File: src/include/faes_pkg.sv
package faes_pkg;

  // System clock period in nanoseconds.
  localparam int unsigned CLK_NS = 20;

  // Least times of the erase walk, in nanoseconds.
  localparam int unsigned SETUP_BEFORE_HV_NS        = 10000;
  localparam int unsigned WHOLE_ARRAY_ERASE_TIME_NS = 4000000;
  localparam int unsigned PAGE_ERASE_SHORT_NS       = 1000000;
  localparam int unsigned PAGE_ERASE_LONG_NS        = 4000000;
  localparam int unsigned WHOLE_ARRAY_HOLD_AFTER_NS = 100000;
  localparam int unsigned PAGE_HOLD_AFTER_NS        = 5000;
  localparam int unsigned READ_RECOVERY_TIME_NS     = 1000;

  // Rounds a least time up to whole clock cycles.
  function automatic int unsigned faes_cyc(input int unsigned ns);
    return (ns + CLK_NS - 1) / CLK_NS;
  endfunction : faes_cyc

  // Cycle counts derived from the times above.
  localparam int unsigned SETUP_CYC       = faes_cyc(SETUP_BEFORE_HV_NS);
  localparam int unsigned WHOLE_ERASE_CYC = faes_cyc(WHOLE_ARRAY_ERASE_TIME_NS);
  localparam int unsigned PAGE_SHORT_CYC  = faes_cyc(PAGE_ERASE_SHORT_NS);
  localparam int unsigned PAGE_LONG_CYC   = faes_cyc(PAGE_ERASE_LONG_NS);
  localparam int unsigned WHOLE_HOLD_CYC  = faes_cyc(WHOLE_ARRAY_HOLD_AFTER_NS);
  localparam int unsigned PAGE_HOLD_CYC   = faes_cyc(PAGE_HOLD_AFTER_NS);
  localparam int unsigned RECOVERY_CYC    = faes_cyc(READ_RECOVERY_TIME_NS);

  // Width of the wait counter; holds the longest count.
  localparam int unsigned CNT_W_D = 18;

  // Device registers on the device bus.
  localparam logic [15:0] DEV_PROT_ADDR = 16'hFF80;
  localparam logic [15:0] DEV_CTRL_ADDR = 16'hFF88;

  // Device control bit masks and data values.
  localparam logic [7:0] CTRL_ERASE_M  = 8'h02;
  localparam logic [7:0] CTRL_WHOLE_M  = 8'h04;
  localparam logic [7:0] CTRL_HV_M     = 8'h08;
  localparam logic [7:0] CTRL_OFF      = 8'h00;
  localparam logic [7:0] ARM_DATA      = 8'h00;
  localparam logic [7:0] PROT_ALL_OPEN = 8'hFF;

  // Page geometry and the default arming address for a whole erase.
  localparam int unsigned PAGE_LSB         = 7;
  localparam logic [15:0] WHOLE_ARM_ADDR_D = 16'h8000;

  // Controller register offsets on the software port.
  localparam logic [3:0] SW_CMD     = 4'h0;
  localparam logic [3:0] SW_PAGE_LO = 4'h1;
  localparam logic [3:0] SW_PAGE_HI = 4'h2;
  localparam logic [3:0] SW_STATUS  = 4'h3;
  localparam logic [3:0] SW_PROT    = 4'h4;

  // Field positions in the command and status registers.
  localparam int unsigned CMD_START  = 0;
  localparam int unsigned CMD_WHOLE  = 1;
  localparam int unsigned CMD_LONG   = 2;
  localparam int unsigned ST_BUSY    = 0;
  localparam int unsigned ST_DONE    = 1;
  localparam int unsigned ST_REFUSED = 2;

  // Sequencer states, Gray coded along the walk.
  typedef enum logic [3:0] {
    S_IDLE    = 4'h0,
    S_WR_CTRL = 4'h1,
    S_RD_PROT = 4'h3,
    S_WAIT_RD = 4'h2,
    S_CHECK   = 4'h6,
    S_ARM     = 4'h7,
    S_W_SETUP = 4'h5,
    S_SET_HV  = 4'h4,
    S_W_ERASE = 4'hC,
    S_CLR_ER  = 4'hD,
    S_W_HOLD  = 4'hF,
    S_CLR_HV  = 4'hE,
    S_W_RECOV = 4'hA
  } faes_state_t;

endpackage : faes_pkg

File: src/include/faes_timer_if.sv
interface faes_timer_if #(parameter int unsigned CNT_W = 18);

  // Load pulse with its count, and the expiry pulse.
  logic             load;
  logic [CNT_W-1:0] count;
  logic             expired;

  modport ctl (output load, output count, input expired);
  modport tmr (input load, input count, output expired);

endinterface : faes_timer_if

File: src/rtl/faes_host.sv
// Function
// - Whole erase sets erase and whole bits.
// - Read block protect after control write.
// - Whole erase armed by any array write.
// - Wait setup time before high voltage on.
// - Hold whole erase at least 4 ms.
// - Clear bits, wait 100 us, drop voltage.
// - No array reads before recovery time.
// - Page erase sets erase, clears whole.
// - Page arming write lands inside page.
// - Hold page erase 1 ms or 4 ms.
// - Clear erase, wait 5 us, drop voltage.
// - Sequence driven from outside the array.
// - Steps in order, no array access between.
// - Sequence should run without interruption.
// - Long page erase for high cycle counts.
//
// The implementer's own choice: the strobed register port.
module faes_host
  import faes_pkg::*;
#(
  parameter int unsigned CNT_W           = CNT_W_D,
  parameter int unsigned WHOLE_ERASE_CNT = WHOLE_ERASE_CYC,
  parameter int unsigned PAGE_SHORT_CNT  = PAGE_SHORT_CYC,
  parameter int unsigned PAGE_LONG_CNT   = PAGE_LONG_CYC,
  parameter int unsigned WHOLE_HOLD_CNT  = WHOLE_HOLD_CYC,
  parameter logic [15:0] WHOLE_ARM_ADDR  = WHOLE_ARM_ADDR_D
) (
  // Clock and reset.
  input  wire logic        clk,
  input  wire logic        rst_n,
  // Software register port.
  input  wire logic [3:0]  swAddr,
  input  wire logic [7:0]  swWdata,
  input  wire logic        swWr,
  input  wire logic        swRd,
  output logic      [7:0]  swRdata_r,
  // Device bus.
  output logic      [15:0] devAddr_r,
  output logic      [7:0]  devWdata_r,
  output logic             devWr_r,
  output logic             devRd_r,
  input  wire logic [7:0]  devRdata,
  // Status levels.
  output logic             busy_r
);

  faes_state_t      stateR;
  faes_state_t      stateNxt;
  logic             wholeR;
  logic             longR;
  logic [15:0]      pageR;
  logic             doneR;
  logic             refusedR;
  logic [7:0]       protR;
  logic             devWrNxt;
  logic             devRdNxt;
  logic [15:0]      devAddrNxt;
  logic [7:0]       devWdataNxt;
  logic             tmrLoad;
  logic [CNT_W-1:0] tmrCount;
  logic             doneSet;
  logic             refuseSet;
  logic             protCatch;

  faes_timer_if #(.CNT_W(CNT_W)) tmr ();

  // Software port decode.
  wire       idle      = (stateR == S_IDLE);
  wire       wrCmd     = swWr && (swAddr == SW_CMD);
  wire       wrPageLo  = swWr && (swAddr == SW_PAGE_LO) && idle;
  wire       wrPageHi  = swWr && (swAddr == SW_PAGE_HI) && idle;
  wire       wrStatus  = swWr && (swAddr == SW_STATUS);
  wire       startReq  = wrCmd && swWdata[CMD_START] && idle;
  wire       cmdTake   = wrCmd && idle;
  wire       clrDone   = wrStatus && swWdata[ST_DONE];
  wire       clrRefuse = wrStatus && swWdata[ST_REFUSED];

  // Read data selection; unmapped offsets read as zero.
  wire [7:0] cmdView   = {5'h00, longR, wholeR, 1'b0};
  wire [7:0] statView  = {5'h00, refusedR, doneR, busy_r};
  wire [7:0] rdMux     = (swAddr == SW_CMD)     ? cmdView      :
                         (swAddr == SW_PAGE_LO) ? pageR[7:0]   :
                         (swAddr == SW_PAGE_HI) ? pageR[15:8]  :
                         (swAddr == SW_STATUS)  ? statView     :
                         (swAddr == SW_PROT)    ? protR        : 8'h00;

  // Control words for the device: erase with or without whole array.
  wire [7:0] eraseWord = CTRL_ERASE_M | (wholeR ? CTRL_WHOLE_M : CTRL_OFF);
  wire [7:0] hvWord    = eraseWord | CTRL_HV_M;

  // Arming address: a fixed array word, or the base of the chosen page.
  wire [15:0] pageBase = {pageR[15:PAGE_LSB], {PAGE_LSB{1'b0}}};
  wire [15:0] armAddr  = wholeR ? WHOLE_ARM_ADDR : pageBase;

  // The block protect value that forbids a whole erase.
  wire       protBlocks = wholeR && (devRdata != PROT_ALL_OPEN);

  // Wait lengths chosen by mode; long page erase for many cycles.
  wire [CNT_W-1:0] eraseCnt = wholeR ? CNT_W'(WHOLE_ERASE_CNT) :
                              longR  ? CNT_W'(PAGE_LONG_CNT)   :
                                       CNT_W'(PAGE_SHORT_CNT);
  wire [CNT_W-1:0] holdCnt  = wholeR ? CNT_W'(WHOLE_HOLD_CNT) :
                                       CNT_W'(PAGE_HOLD_CYC);

  // Sequencer: the only source of device bus traffic, one step at a
  // time, so no stray access to the array falls between steps.
  always_comb
  begin
    stateNxt    = stateR;
    devWrNxt    = 1'b0;
    devRdNxt    = 1'b0;
    devAddrNxt  = devAddr_r;
    devWdataNxt = devWdata_r;
    tmrLoad     = 1'b0;
    tmrCount    = '0;
    doneSet     = 1'b0;
    refuseSet   = 1'b0;
    protCatch   = 1'b0;
    case (stateR)
      S_IDLE:
      begin
        if (startReq)
          stateNxt = S_WR_CTRL;
      end
      S_WR_CTRL:
      begin
        devWrNxt    = 1'b1;
        devAddrNxt  = DEV_CTRL_ADDR;
        devWdataNxt = eraseWord;
        stateNxt    = S_RD_PROT;
      end
      S_RD_PROT:
      begin
        devRdNxt    = 1'b1;
        devAddrNxt  = DEV_PROT_ADDR;
        stateNxt    = S_WAIT_RD;
      end
      S_WAIT_RD:
      begin
        stateNxt    = S_CHECK;
      end
      S_CHECK:
      begin
        protCatch   = 1'b1;
        if (protBlocks)
        begin
          refuseSet = 1'b1;
          stateNxt  = S_CLR_HV;
        end
        else
          stateNxt  = S_ARM;
      end
      S_ARM:
      begin
        devWrNxt    = 1'b1;
        devAddrNxt  = armAddr;
        devWdataNxt = ARM_DATA;
        tmrLoad     = 1'b1;
        tmrCount    = CNT_W'(SETUP_CYC);
        stateNxt    = S_W_SETUP;
      end
      S_W_SETUP:
      begin
        if (tmr.expired)
          stateNxt  = S_SET_HV;
      end
      S_SET_HV:
      begin
        devWrNxt    = 1'b1;
        devAddrNxt  = DEV_CTRL_ADDR;
        devWdataNxt = hvWord;
        tmrLoad     = 1'b1;
        tmrCount    = eraseCnt;
        stateNxt    = S_W_ERASE;
      end
      S_W_ERASE:
      begin
        if (tmr.expired)
          stateNxt  = S_CLR_ER;
      end
      S_CLR_ER:
      begin
        devWrNxt    = 1'b1;
        devAddrNxt  = DEV_CTRL_ADDR;
        devWdataNxt = CTRL_HV_M;
        tmrLoad     = 1'b1;
        tmrCount    = holdCnt;
        stateNxt    = S_W_HOLD;
      end
      S_W_HOLD:
      begin
        if (tmr.expired)
          stateNxt  = S_CLR_HV;
      end
      S_CLR_HV:
      begin
        devWrNxt    = 1'b1;
        devAddrNxt  = DEV_CTRL_ADDR;
        devWdataNxt = CTRL_OFF;
        tmrLoad     = 1'b1;
        tmrCount    = CNT_W'(RECOVERY_CYC);
        stateNxt    = S_W_RECOV;
      end
      S_W_RECOV:
      begin
        if (tmr.expired)
        begin
          doneSet   = 1'b1;
          stateNxt  = S_IDLE;
        end
      end
      default:
      begin
        stateNxt    = S_IDLE;
      end
    endcase
  end

  // Wait timer hookup.
  assign tmr.load  = tmrLoad;
  assign tmr.count = tmrCount;

  faes_wait_timer #(.CNT_W(CNT_W)) u_timer (
    .clk   (clk),
    .rst_n (rst_n),
    .tb    (tmr)
  );

  // State and busy; busy stays up until recovery has passed, so software
  // never reads the array early. Only reset can preempt the walk.
  always_ff @(posedge clk)
  begin
    if (!rst_n)
    begin
      stateR <= S_IDLE;
      busy_r <= 1'b0;
    end
    else
    begin
      stateR <= stateNxt;
      busy_r <= (stateNxt != S_IDLE);
    end
  end

  // Device bus outputs, all registered.
  always_ff @(posedge clk)
  begin
    if (!rst_n)
    begin
      devWr_r    <= 1'b0;
      devRd_r    <= 1'b0;
      devAddr_r  <= 16'h0000;
      devWdata_r <= 8'h00;
    end
    else
    begin
      devWr_r    <= devWrNxt;
      devRd_r    <= devRdNxt;
      devAddr_r  <= devAddrNxt;
      devWdata_r <= devWdataNxt;
    end
  end

  // Command fields, only taken while idle.
  always_ff @(posedge clk)
  begin
    if (!rst_n)
    begin
      wholeR <= 1'b0;
      longR  <= 1'b0;
    end
    else if (cmdTake)
    begin
      wholeR <= swWdata[CMD_WHOLE];
      longR  <= swWdata[CMD_LONG];
    end
  end

  // Target page address, only taken while idle.
  always_ff @(posedge clk)
  begin
    if (!rst_n)
      pageR <= 16'h0000;
    else if (wrPageLo)
      pageR[7:0] <= swWdata;
    else if (wrPageHi)
      pageR[15:8] <= swWdata;
  end

  // Sticky flags: a set in the same cycle as a clear wins.
  always_ff @(posedge clk)
  begin
    if (!rst_n)
    begin
      doneR    <= 1'b0;
      refusedR <= 1'b0;
    end
    else
    begin
      doneR    <= doneSet | (doneR & ~(clrDone | startReq));
      refusedR <= refuseSet | (refusedR & ~(clrRefuse | startReq));
    end
  end

  // Last block protect value seen.
  always_ff @(posedge clk)
  begin
    if (!rst_n)
      protR <= 8'h00;
    else if (protCatch)
      protR <= devRdata;
  end

  // Read data stand only in the cycle after the read strobe.
  always_ff @(posedge clk)
  begin
    if (!rst_n)
      swRdata_r <= 8'h00;
    else
      swRdata_r <= swRd ? rdMux : 8'h00;
  end

  // Cycles since the last device write, saturating; checks only.
  logic [CNT_W-1:0] sinceWr;
  always_ff @(posedge clk)
  begin
    if (!rst_n)
      sinceWr <= '0;
    else if (devWr_r)
      sinceWr <= CNT_W'(1);
    else if (sinceWr != '1)
      sinceWr <= sinceWr + CNT_W'(1);
  end

  // Kinds of device write seen on the bus.
  wire ctrlWr  = devWr_r && (devAddr_r == DEV_CTRL_ADDR);
  wire hvOnWr  = ctrlWr && |(devWdata_r & CTRL_HV_M)
                 && |(devWdata_r & CTRL_ERASE_M);
  wire ersClr  = ctrlWr && (devWdata_r == CTRL_HV_M);
  wire allOff  = ctrlWr && (devWdata_r == CTRL_OFF);
  wire armWr   = devWr_r && (devAddr_r != DEV_CTRL_ADDR);
endmodule : faes_host

File: src/rtl/faes_wait_timer.sv
module faes_wait_timer #(
  parameter int unsigned CNT_W = 18
) (
  // Clock and reset.
  input wire logic   clk,
  input wire logic   rst_n,
  // Load and expiry.
  faes_timer_if.tmr  tb
);

  localparam logic [CNT_W-1:0] ONE = CNT_W'(1);

  logic [CNT_W-1:0] cntR;
  logic             runR;
  logic             expR;

  // Counts down a loaded value and pulses expiry after that many cycles.
  always_ff @(posedge clk)
  begin
    if (!rst_n)
    begin
      cntR <= '0;
      runR <= 1'b0;
      expR <= 1'b0;
    end
    else if (tb.load)
    begin
      cntR <= tb.count;
      runR <= 1'b1;
      expR <= 1'b0;
    end
    else if (runR)
    begin
      cntR <= cntR - ONE;
      runR <= (cntR != ONE);
      expR <= (cntR == ONE);
    end
    else
    begin
      expR <= 1'b0;
    end
  end

  // Expiry leaves straight from its flip-flop.
  assign tb.expired = expR;

endmodule : faes_wait_timer

File: config.mk
export PLATFORM = sky130hd
export DESIGN_NAME = faes_host
export DESIGN_NICKNAME = d
export VERILOG_FILES = /design/src/include/faes_pkg.sv /design/src/include/faes_timer_if.sv /design/src/rtl/faes_host.sv /design/src/rtl/faes_wait_timer.sv
export SDC_FILE = /design/constraint.sdc
export NUM_CORES = 1
export LEC_CHECK = 0
export BUFFER_PORTS_ARGS = -buffer_cell sky130_fd_sc_hd__buf_2
export CORE_AREA = 4 4 99 101
export CTS_CLUSTER_DIAMETER = 80
export CTS_CLUSTER_SIZE = 28
export DETAILED_ROUTE_END_ITERATION = 10
export DIE_AREA = 0 0 103 105
export SYNTH_ARGS = -nofsm -noshare
export SYNTH_HDL_FRONTEND = slang
export SYNTH_HIERARCHICAL = 1
export SYNTH_SLANG_ARGS = --single-unit
File: constraint.sdc
create_clock -name clk -period 2.15 [get_ports clk]
set_input_delay 0.1075 -clock clk [delete_from_list [all_inputs] [get_ports clk]]
set_output_delay 0.1075 -clock clk [all_outputs]
set_load 0.005 [all_outputs]
==> impl_metrics.csv <==
group,metric,value,unit
critical_path,worstPathMaxFanout,6,
hold_path,hold_path.class,"in -> reg",
layout,fin_nets,523,
sta,fin_crit,2020,ps
detailed_routing,dr.pass1.iters,4,
layout,area_growth_syn_to_layout,14.3,%
power,p_sw,753,uW
clocking,clk_path_buf_depth,2,
detailed_routing,dr.first_iter.drc_count,162,
power,p_per_area,617,nW/um^2
detailed_routing,drt-total-wl,9320,um
critical_path,cpMaxStageDelayCell,"or4_1",
critical_path,cp.arrival,2280,ps
global_routing,overflow,0,
die,pin_count,59,
power,p_clk_frac,0.356,
synthesis,synth-async-reset-ratio,0,
global_routing,grt_start_max_net_pins,54,
synthesis,netlist_instances,443,
die,fp.dieH,105,um
critical_path,timing.rr.end,"u_timer/tb.expired",
clocking,numCtsBuffers,9,
place,post-dp-hpwl,6720,um
clocking,cts_tree,"yes",
critical_path,cp_slowest_stage_delay,590,ps
detailed_routing,drcViolationCount,0,
critical_path,crit_type,"reg -> reg",
power,leakage,1.94,nW
hold_path,holdCritStartpoint,"devRdata[0]",
critical_path,critPathCaptureType,"register",
detailed_routing,wl_per_cell,15.2,um
hold_path,hold_depth,3,
synthesis,synth.avg_cell_area,8.84,sq um
detailed_routing,vias,3272,
hold_path,hold_end,"protR[0]",
clocking,cts-root-buf,"clkbuf_8",
sta,rsz0062_at_grt,"false",
die,fp.coreArea,9020,sq um
critical_path,cp-start-kind,"register",
clocking,cts.clk_slew.worst_paths,80,ps
synthesis,yosysWarningCount,6,
sta,hold_viol_final,0,
power,irDropWorstVdd,0.000326,V
global_routing,grt_pass1_vias,3148,
die,die_x,103,um
die,core.rowCount,35,
sta,setup_slack,129,ps
sta,drv_slew,0,
synthesis,ys.flop_type,"dfxtp_1",
clocking,clock_sinks,76,
sta,max_freq,495,MHz
sta,post-route-period-util,0.940,
sta,slew-limit-headroom,0.608,
sta,setup_tns,0,ps
detailed_routing,final_antenna_net_count,0,
place,gp_congestion,0.847,
global_routing,grt_pass1_wl,15300,um
die,initial_core_util,0.434,
power,seqPwrFrac,0.534,
clocking,htree_levels,3,
power,p_int,2.01,mW
run,drv_cap,0,
die,die_area,10800,sq um
power,switching_share,0.272,
place,place_ws,92.5,ps
sta,setup_viol,0,
layout,antenna_cells,0,
synthesis,ys_ff_latch,76,
synthesis,yosysSeqAreaShare,0.388,
critical_path,r2r_slack,130,ps
clocking,cts_setup_buffers,0,
sta,tightestPinTransition,582,ps
critical_path,cp_data_required_time,2410,ps
critical_path,crit_chain,"or4_1 > or4_1 > nor4_2 > nor3b_1",
outcome,status,"finished clean",
place,placedInstanceArea,4240,sq um
detailed_routing,routed_via_density,5.34,
critical_path,reg2reg_from,"u_timer/cntR[10]",
place,port_buffers,47,
power,p_comb_frac,0.110,
critical_path,reg2regPathDepth,4,
layout,drive_gt1_frac,0.193,
synthesis,synth_cell_type_count,68,
place,dp.cells,591,
global_routing,grt_usage,0.177,
clocking,clkLatencyLatePin,360,ps
critical_path,path_common_cell,"or4_1",
synthesis,synth_edf_count,0,
global_routing,antenna_found_initial,0,
sta,finalClockSkew,9.96,ps
synthesis,syn-cell-area,3920,sq um
layout,finalNonFillerCells,613,
layout,fin_area,4480,sq um
==> flip-flops by register name, indices dropped and copies added (netlist names) <==
name / flops
devWdata_r: 3
busy_r: 1
refusedR: 1
devRd_r: 1
u_timer/runR: 1
devWr_r: 1
stateR: 4
protR: 8
u_timer/cntR: 18
u_timer/tb.expired: 1
pageR: 16
swRdata_r: 8
devAddr_r: 10
doneR: 1
longR: 1
wholeR: 1
==> layout by cell type, fill, tap and decap left out, drive strengths merged, types with 3 or more instances in the layout <==
| cell | n |
|---|---|
| a21boi | 12 |
| a21oi | 27 |
| a2bb2oi | 5 |
| a31oi | 5 |
| and2b | 4 |
| buf | 66 |
| clkbuf | 11 |
| conb | 13 |
| dfxtp | 76 |
| dlygate4sd3 | 6 |
| inv | 11 |
| mux2i | 18 |
| nand2 | 31 |
| nand2b | 10 |
| nand3 | 11 |
| nand3b | 3 |
| nand4 | 8 |
| nor2 | 26 |
| nor2b | 29 |
| nor3 | 6 |
| nor4 | 7 |
| o211a | 4 |
| o21a | 4 |
| o21ai | 32 |
| o221a | 8 |
| o31ai | 5 |
| or2 | 4 |
| or3 | 8 |
| or4 | 4 |
| xnor2 | 7 |
| xor2 | 7 |
==> timing repair <==
action / in CTS / in global routing
hold endpoints to repair: 6 / 0
setup endpoints to repair: 0 / 1
resized for setup: 0 / 1
hold buffers: 6 / 0
==> how the worst max path moves through the flow <==
stage | from | to | slack, ps | depth (start not counted)
after floorplan | u_timer/runR | u_timer/cntR[15] | 220 | 5
after global placement | u_timer/cntR[10] | u_timer/tb.expired | 200 | 4
after detailed placement | u_timer/cntR[10] | u_timer/tb.expired | 90 | 4
after CTS | u_timer/cntR[10] | u_timer/tb.expired | 70 | 4
after global routing | u_timer/cntR[10] | u_timer/tb.expired | 40 | 4
final | u_timer/cntR[10] | u_timer/tb.expired | 130 | 4
==> logic make-up after synthesis <==
| kind of cell | Yosys count | synth area share |
|---|---|---|
| and+or+nand+nor | 166 | 0.247 |
| AOI/OAI and AO/OA | 113 | 0.193 |
| DFF | 76 | 0.388 |
| buffers and inverters | 51 | 0.0728 |
| muxes | 20 | 0.0575 |
| xor gates and xnor gates | 14 | 0.0332 |
| adders and majority gates | 2 | 0.00639 |
| other | 1 | 0.000958 |
==> power groups by stage <==
stage                     clock (mW)  sequential, mW  combinational [mW]
after floorplan                    0            1.50               0.213
after global placement             0            1.51               0.289
after detailed placement           0            1.51               0.292
after CTS                       1.00            1.47               0.302
after global routing            1.06            1.48               0.339
final                          0.983            1.47               0.305
==> cell usage after synthesis (7+ instances only) <==
cell | number | share of area
dfxtp_1 | 76 | 0.39
nand2_1 | 30 | 0.029
nor2b_1 | 28 | 0.045
a21oi_1 | 27 | 0.035
o21ai_0 | 27 | 0.035
nor2_1 | 25 | 0.024
mux2i_1 | 18 | 0.046
buf_4 | 17 | 0.033
clkbuf_1 | 16 | 0.015
a21boi_1 | 10 | 0.019
nand2b_1 | 10 | 0.016
nand3_1 | 10 | 0.013
inv_1 | 9 | 0.0086
o221a_1 | 8 | 0.023
nand4_1 | 7 | 0.011
or3_1 | 7 | 0.011
xnor2_1 | 7 | 0.016
==> cell type report <==
| class | instances | area (sq um) |
|---|---|---|
| fillers | 896 | 4540 |
| multi-input cells | 328 | 2160 |
| flip-flops and latches | 76 | 1520 |
| repair buffers | 72 | 450 |
| well taps | 111 | 139 |
| clock buffers | 11 | 131 |
| clock inverters | 5 | 37.5 |
| inverters | 10 | 37.5 |
==> critical path, delay by kind of cell, from the launching register on <==
kind,cells,cell delay [ps]
AND/OR/NAND/NOR,4,1580
flip-flops,1,360
==> metrics by stage <==
stage | utilization | power, mW | hold slack, ps
2_1_floorplan | - | 1.71 | 242
3_3_place_gp | 0.470 | 1.79 | 358
3_5_place_dp | 0.470 | 1.80 | 368
4_1_cts | 0.496 | 2.78 | 0.677
5_1_grt | 0.496 | 2.88 | 20.2
6_report | 0.496 | 2.76 | 8.00
==> per-layer routing <==
metal	track usage	up-vias	routed length (um)
met2	0.269	67	4290
li1	-	1664	-
met1	0.255	1534	4500
met3	0.0374	7	471
met4	0.0416	0	61
met5	0	-	0
Note: power is estimated with default switching activity, not from simulation.
